===== src/dfa_pkg.sv =====
// dfa_pkg: constants and types shared by the diagnostic fault aggregator files
// assumes: compiled before every other file of the block
//
// How it works
// - both die temperature comparators always active; nothing can disable them
// - two-bit trip select in setup one picks one of four temperature limits
// - die over-limit sets its sticky analog flag and pulls alarm low unless masked
// - supply comparators off after reset, enabled only by setup-two monitor bits
// - reference input comparator counts only while converter internal enable is set
// - each of four monitored nodes has its own window flag
// - reference output fault sets its flag; dependent flags may also follow
// - analog flags sticky, write one clears, reappear at once if fault persists
// - alarm is active-low open drain, released when no enabled fault
// - alarm mirror bit reads one while alarm output is driven low
// - per-source mask stops maskable faults; the mask has no effect on unmaskable sources
// - calibration-unrefreshed and reset-detected flags never drive the alarm
// - link, parity, checksum, power, supply faults always alarm; clock count alarms unless quiet bit set
// - oscillator, watchdog, latch, inverse, access, slip, checksum, output and temperature faults maskable
// - serial clock count error excluded from alarm while quiet bit set
// - diagnostic converter gives 12-bit result; mode and input from setup fields
// - five-bit input select map with reserved codes 00010 and 00101 to 01011
// - digital and analog summaries are live ORs; slew busy excluded
package dfa_pkg;
  // digital flag positions
  localparam int DG_OSC_STOP   = 0;
  localparam int DG_CAL_UNREF  = 1;
  localparam int DG_RESET_SEEN = 2;
  localparam int DG_LINK       = 3;
  localparam int DG_WDT        = 4;
  localparam int DG_PARITY     = 5;
  localparam int DG_LATCH      = 6;
  localparam int DG_INVERSE    = 7;
  localparam int DG_CAL_CRC    = 8;
  localparam int DG_ACCESS     = 9;
  localparam int DG_SCLK_CNT   = 10;
  localparam int DG_SLIP       = 11;
  localparam int DG_SER_CRC    = 12;
  localparam int DG_SLEW_BUSY  = 13;
  localparam int DG_W          = 14;
  // analog flag positions
  localparam int AN_OVERV      = 0;
  localparam int AN_DC_SHORT   = 1;
  localparam int AN_DC_POWER   = 2;
  localparam int AN_OPEN       = 3;
  localparam int AN_SHORT      = 4;
  localparam int AN_TEMP_DC    = 5;
  localparam int AN_TEMP_MAIN  = 6;
  localparam int AN_REF_OUT    = 7;
  localparam int AN_REF_IN     = 8;
  localparam int AN_RAIL       = 9;
  localparam int AN_REG        = 10;
  localparam int AN_W          = 11;
  // supply monitor enable bit positions in setup two
  localparam int MON_REF_IN    = 0;
  localparam int MON_REF_OUT   = 1;
  localparam int MON_REG       = 2;
  localparam int MON_RAIL      = 3;
  localparam int MON_W         = 4;
  // trip limits, degrees C, select 00..11 highest to lowest
  localparam int TRIP_142      = 142;
  localparam int TRIP_127      = 127;
  localparam int TRIP_112      = 112;
  localparam int TRIP_97       = 97;
  localparam int TEMP_W        = 9;
  // reset values
  localparam logic [DG_W-1:0] DG_RESET_VAL = 14'h0004;
  localparam logic [AN_W-1:0] AN_RESET_VAL = 11'h000;
  localparam int SYNC_STAGES   = 2;
  localparam int RESULT_W      = 12;
  localparam int SEL_W         = 5;
  localparam int MODE_W        = 3;
  // converter modes
  typedef enum logic [MODE_W-1:0] {
    DFA_MODE_IDLE    = 3'h0,
    DFA_MODE_KEY_SEQ = 3'h2,
    DFA_MODE_AUTO    = 3'h3,
    DFA_MODE_NOW     = 3'h4,
    DFA_MODE_KEY_ONE = 3'h5
  } dfa_mode_e;
  // input select codes
  localparam logic [SEL_W-1:0] SEL_TEMP_MAIN = 5'h00;
  localparam logic [SEL_W-1:0] SEL_TEMP_DC   = 5'h01;
  localparam logic [SEL_W-1:0] SEL_RSV_A     = 5'h02;
  localparam logic [SEL_W-1:0] SEL_REF_IN    = 5'h03;
  localparam logic [SEL_W-1:0] SEL_BANDGAP   = 5'h04;
  localparam logic [SEL_W-1:0] SEL_RSV_B     = 5'h05;
  localparam logic [SEL_W-1:0] SEL_RSV_C     = 5'h06;
  localparam logic [SEL_W-1:0] SEL_AUX_TWO   = 5'h0C;
  localparam logic [SEL_W-1:0] SEL_SENSE_P   = 5'h0D;
  localparam logic [SEL_W-1:0] SEL_SENSE_N   = 5'h0E;
  localparam logic [SEL_W-1:0] SEL_AUX1_LO   = 5'h0F;
  localparam logic [SEL_W-1:0] SEL_AUX1_HI   = 5'h12;
  localparam int CONV_CYCLES   = 16;
  localparam int CNT_W         = 5;
  typedef enum logic [1:0] {
    DFA_ST_IDLE,
    DFA_ST_CONV,
    DFA_ST_DONE
  } dfa_conv_e;
endpackage


===== src/dfa_sync_if.sv =====
// dfa_sync_if: raw comparator levels in, synchronised levels out
// assumes: one clock domain, the top module's I_CLK
`timescale 1ns/100ps
interface dfa_sync_if #(parameter int W = 1);
  logic [W-1:0] raw;
  logic [W-1:0] synced;
  modport src (output raw, input synced);
  modport snk (input raw, output synced);
endinterface


===== src/dfa_sync.sv =====
// dfa_sync: two-flop synchroniser bank for asynchronous comparator levels
// assumes: raw levels may change at any time relative to i_clk
`timescale 1ns/100ps
module dfa_sync #(
  parameter int W = 1
) (
  input  wire logic i_clk,
  input  wire logic i_resetn,
  dfa_sync_if.snk   port
);
  logic [W-1:0] meta_q;
  logic [W-1:0] sync_q;
  // first stage read only by second stage
  always_ff @(posedge i_clk or negedge i_resetn) begin
    if (!i_resetn) begin
      meta_q <= '0;
      sync_q <= '0;
    end else begin
      meta_q <= port.raw;
      sync_q <= meta_q;
    end
  end
  assign port.synced = sync_q;
endmodule


===== src/dfa_top.sv =====
// dfa_top: sticky diagnostic flags, alarm merge, mirror, summaries, monitor converter
// assumes: comparator and fault levels are asynchronous; host clears by one-cycle pulses
`timescale 1ns/100ps
module dfa_top #(
  parameter int RES_W = dfa_pkg::RESULT_W
) (
  input  wire logic                    I_CLK,
  input  wire logic                    I_RESETN,
  // die temperature readings and comparator levels from the analog side
  input  wire logic [dfa_pkg::TEMP_W-1:0] I_TEMP_MAIN,
  input  wire logic [dfa_pkg::TEMP_W-1:0] I_TEMP_DC,
  input  wire logic [1:0]              I_TRIP_SEL,
  input  wire logic [dfa_pkg::MON_W-1:0] I_MON_EN,
  input  wire logic                    I_INT_EN,
  input  wire logic                    I_CMP_REF_IN,
  input  wire logic                    I_CMP_REF_OUT,
  input  wire logic                    I_CMP_REG,
  input  wire logic                    I_CMP_RAIL,
  input  wire logic [dfa_pkg::DG_W-1:0] I_DIG_FAULT,
  input  wire logic [4:0]              I_ANA_FAULT,
  input  wire logic [dfa_pkg::DG_W-1:0] I_DIG_CLR,
  input  wire logic [dfa_pkg::AN_W-1:0] I_ANA_CLR,
  input  wire logic [dfa_pkg::DG_W-1:0] I_DIG_MASK,
  input  wire logic [dfa_pkg::AN_W-1:0] I_ANA_MASK,
  input  wire logic                    I_QUIET,
  input  wire logic [dfa_pkg::MODE_W-1:0] I_CONV_MODE,
  input  wire logic [dfa_pkg::SEL_W-1:0]  I_CONV_SEL,
  input  wire logic                    I_CONV_KEY,
  input  wire logic [RES_W-1:0]        I_CONV_SAMPLE,
  output logic                         O_ALARM_N_OUT,
  output logic                         O_ALARM_N_OE_N,
  output logic                         O_ALARM_MIRROR,
  output logic [dfa_pkg::DG_W-1:0]     O_DIG_FLAGS,
  output logic [dfa_pkg::AN_W-1:0]     O_ANA_FLAGS,
  output logic                         O_DIG_SUMMARY,
  output logic                         O_ANA_SUMMARY,
  output logic                         O_WDT_SUMMARY,
  output logic [dfa_pkg::SEL_W-1:0]    O_MUX_SEL,
  output logic                         O_MUX_RESERVED,
  output logic [RES_W-1:0]             O_CONV_RESULT,
  output logic                         O_CONV_DONE
);
  localparam int RAW_W = dfa_pkg::DG_W + 5 + 4;

  // mask of sources that the mask register may gate
  localparam logic [dfa_pkg::DG_W-1:0] DG_MASKABLE =
    (14'h0001 << dfa_pkg::DG_OSC_STOP) | (14'h0001 << dfa_pkg::DG_WDT) |
    (14'h0001 << dfa_pkg::DG_LATCH) | (14'h0001 << dfa_pkg::DG_INVERSE) |
    (14'h0001 << dfa_pkg::DG_ACCESS) | (14'h0001 << dfa_pkg::DG_SLIP) |
    (14'h0001 << dfa_pkg::DG_SER_CRC);
  localparam logic [dfa_pkg::DG_W-1:0] DG_NO_ALARM =
    (14'h0001 << dfa_pkg::DG_CAL_UNREF) | (14'h0001 << dfa_pkg::DG_RESET_SEEN) |
    (14'h0001 << dfa_pkg::DG_SLEW_BUSY);
  localparam logic [dfa_pkg::AN_W-1:0] AN_MASKABLE =
    (11'h001 << dfa_pkg::AN_OVERV) | (11'h001 << dfa_pkg::AN_DC_SHORT) |
    (11'h001 << dfa_pkg::AN_OPEN) | (11'h001 << dfa_pkg::AN_SHORT) |
    (11'h001 << dfa_pkg::AN_TEMP_DC) | (11'h001 << dfa_pkg::AN_TEMP_MAIN);

  // trip limit lookup, select 0 is the highest limit
  function automatic logic [dfa_pkg::TEMP_W-1:0] trip_limit(input logic [1:0] sel);
    logic [dfa_pkg::TEMP_W-1:0] lim;
    lim = '0;
    unique case (sel)
      2'h0: lim = dfa_pkg::TEMP_W'(dfa_pkg::TRIP_142);
      2'h1: lim = dfa_pkg::TEMP_W'(dfa_pkg::TRIP_127);
      2'h2: lim = dfa_pkg::TEMP_W'(dfa_pkg::TRIP_112);
      2'h3: lim = dfa_pkg::TEMP_W'(dfa_pkg::TRIP_97);
    endcase
    return lim;
  endfunction

  // reserved select codes
  function automatic logic sel_reserved(input logic [dfa_pkg::SEL_W-1:0] s);
    return (s == dfa_pkg::SEL_RSV_A) || (s == dfa_pkg::SEL_RSV_B) ||
           (s == dfa_pkg::SEL_RSV_C) ||
           ((s > dfa_pkg::SEL_BANDGAP) && (s < dfa_pkg::SEL_AUX_TWO));
  endfunction

  // sticky update: set wins over clear, clear re-reads live fault
  function automatic logic [dfa_pkg::DG_W-1:0] sticky(
    input logic [dfa_pkg::DG_W-1:0] cur,
    input logic [dfa_pkg::DG_W-1:0] live,
    input logic [dfa_pkg::DG_W-1:0] clr);
    return (cur & ~clr) | live;
  endfunction

  // synchroniser for all asynchronous levels
  dfa_sync_if #(.W(RAW_W)) sync_bus ();
  assign sync_bus.raw = {I_DIG_FAULT, I_ANA_FAULT, I_CMP_REF_IN, I_CMP_REF_OUT, I_CMP_REG, I_CMP_RAIL};
  dfa_sync #(.W(RAW_W)) u_sync (
    .i_clk    (I_CLK),
    .i_resetn (I_RESETN),
    .port     (sync_bus.snk)
  );
  logic [dfa_pkg::DG_W-1:0] dig_live;
  logic [4:0]               ana_out_live;
  logic                     cmp_ref_in;
  logic                     cmp_ref_out;
  logic                     cmp_reg;
  logic                     cmp_rail;
  assign {dig_live, ana_out_live, cmp_ref_in, cmp_ref_out, cmp_reg, cmp_rail} = sync_bus.synced;

  // temperature readings sampled twice before comparison
  logic [dfa_pkg::TEMP_W-1:0] tm_meta_q;
  logic [dfa_pkg::TEMP_W-1:0] tm_q;
  logic [dfa_pkg::TEMP_W-1:0] td_meta_q;
  logic [dfa_pkg::TEMP_W-1:0] td_q;
  always_ff @(posedge I_CLK or negedge I_RESETN) begin
    if (!I_RESETN) begin
      tm_meta_q <= '0;
      tm_q      <= '0;
      td_meta_q <= '0;
      td_q      <= '0;
    end else begin
      tm_meta_q <= I_TEMP_MAIN;
      tm_q      <= tm_meta_q;
      td_meta_q <= I_TEMP_DC;
      td_q      <= td_meta_q;
    end
  end

  // live analog faults; temperature compare has no enable at all
  logic [dfa_pkg::AN_W-1:0] ana_live;
  always_comb begin
    ana_live = '0;
    ana_live[dfa_pkg::AN_OVERV]     = ana_out_live[0];
    ana_live[dfa_pkg::AN_DC_SHORT]  = ana_out_live[1];
    ana_live[dfa_pkg::AN_DC_POWER]  = ana_out_live[2];
    ana_live[dfa_pkg::AN_OPEN]      = ana_out_live[3];
    ana_live[dfa_pkg::AN_SHORT]     = ana_out_live[4];
    ana_live[dfa_pkg::AN_TEMP_MAIN] = tm_q > trip_limit(I_TRIP_SEL);
    ana_live[dfa_pkg::AN_TEMP_DC]   = td_q > trip_limit(I_TRIP_SEL);
    // window comparators gated by monitor enables
    ana_live[dfa_pkg::AN_REF_IN]  = cmp_ref_in & I_MON_EN[dfa_pkg::MON_REF_IN] & I_INT_EN;
    ana_live[dfa_pkg::AN_REF_OUT] = cmp_ref_out & I_MON_EN[dfa_pkg::MON_REF_OUT];
    ana_live[dfa_pkg::AN_REG]     = cmp_reg & I_MON_EN[dfa_pkg::MON_REG];
    ana_live[dfa_pkg::AN_RAIL]    = cmp_rail & I_MON_EN[dfa_pkg::MON_RAIL];
  end

  // digital sticky flags; slew and unrefreshed follow their live level
  logic [dfa_pkg::DG_W-1:0] dig_q;
  logic [dfa_pkg::DG_W-1:0] dig_d;
  logic [dfa_pkg::DG_W-1:0] self_clear;
  assign self_clear = (14'h0001 << dfa_pkg::DG_CAL_UNREF) | (14'h0001 << dfa_pkg::DG_SLEW_BUSY);
  assign dig_d = (sticky(dig_q, dig_live, I_DIG_CLR) & ~self_clear) | (dig_live & self_clear);
  always_ff @(posedge I_CLK or negedge I_RESETN) begin
    if (!I_RESETN) begin
      dig_q <= dfa_pkg::DG_RESET_VAL;
    end else begin
      dig_q <= dig_d;
    end
  end

  // analog sticky flags, write one to clear
  logic [dfa_pkg::AN_W-1:0] ana_q;
  logic [dfa_pkg::AN_W-1:0] ana_d;
  assign ana_d = (ana_q & ~I_ANA_CLR) | ana_live;
  always_ff @(posedge I_CLK or negedge I_RESETN) begin
    if (!I_RESETN) begin
      ana_q <= dfa_pkg::AN_RESET_VAL;
    end else begin
      ana_q <= ana_d;
    end
  end

  // alarm merge from the next flag values
  logic [dfa_pkg::DG_W-1:0] dig_alarm_src;
  logic [dfa_pkg::AN_W-1:0] ana_alarm_src;
  logic                     alarm_d;
  always_comb begin
    dig_alarm_src = dig_d & ~DG_NO_ALARM;
    dig_alarm_src = dig_alarm_src & ~(I_DIG_MASK & DG_MASKABLE);
    if (I_QUIET) begin
      dig_alarm_src[dfa_pkg::DG_SCLK_CNT] = 1'b0;
    end
    ana_alarm_src = ana_d & ~(I_ANA_MASK & AN_MASKABLE);
    alarm_d = (|dig_alarm_src) | (|ana_alarm_src);
  end

  // open-drain pin and its mirror, all from one flop set
  always_ff @(posedge I_CLK or negedge I_RESETN) begin
    if (!I_RESETN) begin
      O_ALARM_N_OUT  <= 1'b0;
      O_ALARM_N_OE_N <= 1'b1;
      O_ALARM_MIRROR <= 1'b0;
    end else begin
      O_ALARM_N_OUT  <= 1'b0;
      O_ALARM_N_OE_N <= ~alarm_d;
      O_ALARM_MIRROR <= alarm_d;
    end
  end

  // flag readback and live summaries
  always_ff @(posedge I_CLK or negedge I_RESETN) begin
    if (!I_RESETN) begin
      O_DIG_FLAGS   <= dfa_pkg::DG_RESET_VAL;
      O_ANA_FLAGS   <= dfa_pkg::AN_RESET_VAL;
      O_DIG_SUMMARY <= 1'b1;
      O_ANA_SUMMARY <= 1'b0;
      O_WDT_SUMMARY <= 1'b0;
    end else begin
      O_DIG_FLAGS   <= dig_d;
      O_ANA_FLAGS   <= ana_d;
      O_DIG_SUMMARY <= |(dig_d & ~(14'h0001 << dfa_pkg::DG_SLEW_BUSY));
      O_ANA_SUMMARY <= |ana_d;
      O_WDT_SUMMARY <= dig_d[dfa_pkg::DG_WDT];
    end
  end

  // monitor converter: entering the now mode or a rising key edge in the key and auto modes starts a conversion, result captured after fixed time
  dfa_pkg::dfa_conv_e      st_q;
  logic [dfa_pkg::CNT_W-1:0] cnt_q;
  logic                    key_q;
  logic                    key_rise;
  logic                    start;
  dfa_pkg::dfa_mode_e      mode;
  logic [dfa_pkg::MODE_W-1:0] mode_prev_q;
  assign mode     = dfa_pkg::dfa_mode_e'(I_CONV_MODE);
  assign key_rise = I_CONV_KEY & ~key_q;
  always_comb begin
    start = 1'b0;
    unique case (mode)
      dfa_pkg::DFA_MODE_NOW:     start = (mode_prev_q != I_CONV_MODE);
      dfa_pkg::DFA_MODE_KEY_ONE: start = key_rise;
      dfa_pkg::DFA_MODE_KEY_SEQ: start = key_rise;
      dfa_pkg::DFA_MODE_AUTO:    start = key_rise;
      default:                   start = 1'b0;
    endcase
  end

  // converter state
  always_ff @(posedge I_CLK or negedge I_RESETN) begin
    if (!I_RESETN) begin
      st_q        <= dfa_pkg::DFA_ST_IDLE;
      cnt_q       <= '0;
      key_q       <= 1'b0;
      mode_prev_q <= '0;
    end else begin
      key_q       <= I_CONV_KEY;
      mode_prev_q <= I_CONV_MODE;
      unique case (st_q)
        dfa_pkg::DFA_ST_IDLE: begin
          if (start && !sel_reserved(I_CONV_SEL)) begin
            st_q  <= dfa_pkg::DFA_ST_CONV;
            cnt_q <= dfa_pkg::CNT_W'(dfa_pkg::CONV_CYCLES - 1);
          end
        end
        dfa_pkg::DFA_ST_CONV: begin
          if (cnt_q == '0) begin
            st_q <= dfa_pkg::DFA_ST_DONE;
          end else begin
            cnt_q <= cnt_q - 1'b1;
          end
        end
        dfa_pkg::DFA_ST_DONE: begin
          st_q <= dfa_pkg::DFA_ST_IDLE;
        end
      endcase
    end
  end

  // converter outputs
  always_ff @(posedge I_CLK or negedge I_RESETN) begin
    if (!I_RESETN) begin
      O_MUX_SEL      <= dfa_pkg::SEL_TEMP_MAIN;
      O_MUX_RESERVED <= 1'b0;
      O_CONV_RESULT  <= '0;
      O_CONV_DONE    <= 1'b0;
    end else begin
      O_MUX_SEL      <= I_CONV_SEL;
      O_MUX_RESERVED <= sel_reserved(I_CONV_SEL);
      O_CONV_DONE    <= (st_q == dfa_pkg::DFA_ST_CONV) && (cnt_q == '0);
      if ((st_q == dfa_pkg::DFA_ST_CONV) && (cnt_q == '0)) begin
        O_CONV_RESULT <= I_CONV_SAMPLE;
      end
    end
  end
endmodule


===== config.mk =====
export PLATFORM = sky130hd
export DESIGN_NAME = dfa_top
export DESIGN_NICKNAME = d
export VERILOG_FILES = /design/src/dfa_pkg.sv /design/src/dfa_sync_if.sv /design/src/dfa_sync.sv /design/src/dfa_top.sv
export SDC_FILE = /design/constraint.sdc
export NUM_CORES = 1
export LEC_CHECK = 0
export ABC_AREA = 1
export BUFFER_PORTS_ARGS = -buffer_cell sky130_fd_sc_hd__clkbuf_2
export CORE_MARGIN = 2
export CORE_UTILIZATION = 35
export DETAILED_ROUTE_END_ITERATION = 10
export PLACE_DENSITY = 0.72
export SLEW_MARGIN = 0
export SYNTH_ARGS = -nofsm -noshare
export SYNTH_HDL_FRONTEND = slang
export SYNTH_SLANG_ARGS = --single-unit

===== constraint.sdc =====
create_clock -name I_CLK -period 1.4 [get_ports I_CLK]
set_input_delay 0.28 -clock I_CLK [delete_from_list [all_inputs] [get_ports I_CLK]]
set_output_delay 0.28 -clock I_CLK [all_outputs]
set_load 0.01 [all_outputs]

==> results.txt <==
Mapped Area: 5150 sq um
Leading cell type in the layout, fill and taps excluded: clkbuf_2
Die width: 125.3 microns
Largest area contributor in the netlist: dfrtp_1
Synth area leaders: dfrtp_1 (67%), nand2_1 (7.5%), inv_1 (5.4%)
Fin. max-slew vios: 0
Mapped Nets: 602
Remaining Overflow, GRT: 0
Root Buffer Master: clkbuf_16
Asr flop ratio synth: 100.0%
Layout net count: 855
Power density over the cells: 1478 nW/um^2
Fillcell total: 1,285
Post-synth EDFFs: 0
Site Rows: 44
RSZ-0062 raised after global routing: yes
Failing checks: setup timing
Mean Syn Cell Area: 11.15 sq um
VDD IR max: 0.0009615 V
Sequential share of the synthesized area: 68.59%
Die footprint: 15,700 sq um
Top Ports: 172
Post-route cell area: 7671 sq um
Largest net degree at the start of global routing: 42
Synth unique cells: 38
Placement Cell Area: 6475 sq um
Top_reg_cell synth: dfrtp_1
Critical Path AT: 1.87 ns
Hold Crit Class: in -> reg
First-pass GRT wire length: 19,490 microns
Residual DRC: 0
Status: finished, violations left
CP Capture Type: flop
Die Ht: 125.3 microns
Post-synthesis register bit count: 141
Core area: 14,480 sq um
CTS tree: yes
Antenna diodes: 0
WL met1: 4747 microns
Leak: 3.929 nW
DR top layer: met4
HPWL Detailed: 8261 microns
DR iter-0 viols: 147
Initial antenna violation count: 0
Post-Place Setup Slack: -0.6155 ns
CTS clk-pin slew, worst paths: 0.06 ns
Critical path class: reg -> reg
DRT Pass-1 Iters: 4
Routed wl met2: 6186 microns
Mapped Cells: 462
Post-route setup slack: -0.1726 ns
Vias in the first global route: 4,052
Wire per inst: 12.85 microns
Total track usage: 15.92%
Met3 WL: 533 microns
Vias: 3,902
Clk_skew: 0.01233 ns
Syn. warnings: 0
Initial Util: 35.57%
Max Clk Rate: 635.9 MHz
Req. time, crit path: 1.69 ns
CTS Sinks: 141
Post-route minimum period: 1.573 ns
Share of layout cells above drive strength 1: 37.88%
Longest Clk Path Bufs: 2
Register area: 3532 sq um
CTS H-tree depth: 4
Max Cap Violations: 0
Critical Path Fanout Max: 3
Vias/cell: 4.288
PortBufs: 156
Synth top area share: 67.06%
Commonest non-fill, non-tap cells in the layout: clkbuf_2 (154), dfrtp_1 (138), nand2_1 (94), inv_1 (68), dlygate4sd3_1 (50)
WL final: 11,700 microns
Synthesis-to-layout area growth: 48.96%
Clock buffer count from CTS: 17
Clk Latency, worst-skew pair: 0.41 ns
Critical Path Source Type: flop
Setup violators final: 4
Fin. Hold Viols: 0
Footprint of the multi-input gates: 1471 sq um
Antenna-violating nets left: 0
RePlAce Congestion: 0.7903
Final worst-path cycle share: 112.3%
## metal layers
| layer | GRT usage (%) | up-vias |
|---|---|---|
| li1 | - | 1927 |
| met3 | 4.707 | 17 |
| met2 | 27.05 | 107 |
| met4 | 6.732 | 0 |
| met5 | 0 | - |
| met1 | 18.90 | 1851 |
## layout make-up
cell class                      instances  share of cell area [%]
Clock buffer                           22                   6.182
Sequential cell                       141                   46.04
Tap cell                              184                   3.001
Multi-Input combinational cell        240                   19.18
Timing Repair Buffer                  238                   20.57
Clock inverter                          8                   1.109
Inverter                               77                   3.915
## cell usage after synthesis (all sizes together) (8+ instances only)
| cell | instances |
|---|---|
| inv | 77 |
| o21bai | 8 |
| nand3 | 23 |
| nor2 | 32 |
| nand2 | 111 |
| o21ai | 13 |
| dfrtp | 138 |
| ha | 18 |
| a21oi | 13 |
## critical path: stages (launching register included)
cell and delay [ns]:
dfrtp_1 0.40, ha_4 0.28, inv_2 0.03, nor2_1 0.07, nand3_1 0.08, nor2_2 0.15
nand3_1 0.11, nand2_2 0.11, nand2_2 0.07, nor2_2 0.09, nand3_1 0.06
## timing repair
item / in CTS / in global routing
resized for setup: 13 / 12
endpoints found under the setup margin: 8 / 24
setup buffers: 3 / 3
pin swaps: 21 / 14
hold endpoints to repair: 187 / 0
hold buffers: 50 / 0
## cell families after synthesis
family	after synthesis	share of synthesized area, %
other cells	1	0.07282
buf+inv	81	6.074
xor+xnor	1	0.1701
fa+ha+maj	18	4.373
simple gates	178	15.53
flops	141	68.59
compound gates	42	5.199
## worst paths after layout
path | depth (start not counted) | from | slack [ns] | endpoint
max in group asynchronous | 3 | I_RESETN | 0.57 | O_ALARM_N_OE_N$_DFF_PN1_
max reg2reg | 10 | tm_q[7]$_DFF_PN0_ | -0.17 | O_ANA_SUMMARY$_DFF_PN0_
min reg2reg | 0 | u_sync.meta_q[6]$_DFF_PN0_ | 0.34 | u_sync.port.synced[6]$_DFF_PN0_
min in group asynchronous | 2 | I_RESETN | 0.32 | O_ANA_FLAGS[8]$_DFF_PN0_
min | 3 | I_CONV_SAMPLE[6] | 0.07 | O_CONV_RESULT[6]$_DFFE_PN0P_
max | 10 | tm_q[7]$_DFF_PN0_ | -0.17 | O_ANA_SUMMARY$_DFF_PN0_
## flip-flops by register name (all words and copies together) (netlist names), 2 cells and up
| signal | count |
|---|---|
| O_ANA_FLAGS | 11 |
| O_CONV_RESULT | 12 |
| O_DIG_FLAGS | 14 |
| O_MUX_SEL | 5 |
| cnt_q | 5 |
| mode_prev_q | 3 |
| st_q | 2 |
| td_meta_q | 9 |
| td_q | 9 |
| tm_meta_q | 9 |
| tm_q | 9 |
| u_sync.meta_q | 23 |
| u_sync.port.synced | 23 |
## where the power goes
part / switching (mW) / internal [mW]
combinational: 1.25 / 1.08
clock: 1.63 / 2.58
sequential: 0.265 / 4.53
## metrics by stage
step	utilization [%]	hold WS [ns]	total power [mW]	TNS, ns	instances
floorplan	-	-0.01559	5.891	-1.254	462
global placement	44.72	0.1364	6.734	-2.538	824
detailed placement	44.72	0.1360	6.776	-2.644	824
CTS	52.52	0.04859	11.28	-0.5556	907
global route	52.98	0.06200	12.00	-1.486	910
finish	52.98	0.06967	11.34	-0.4969	910
(Power assumes the default switching activity.)
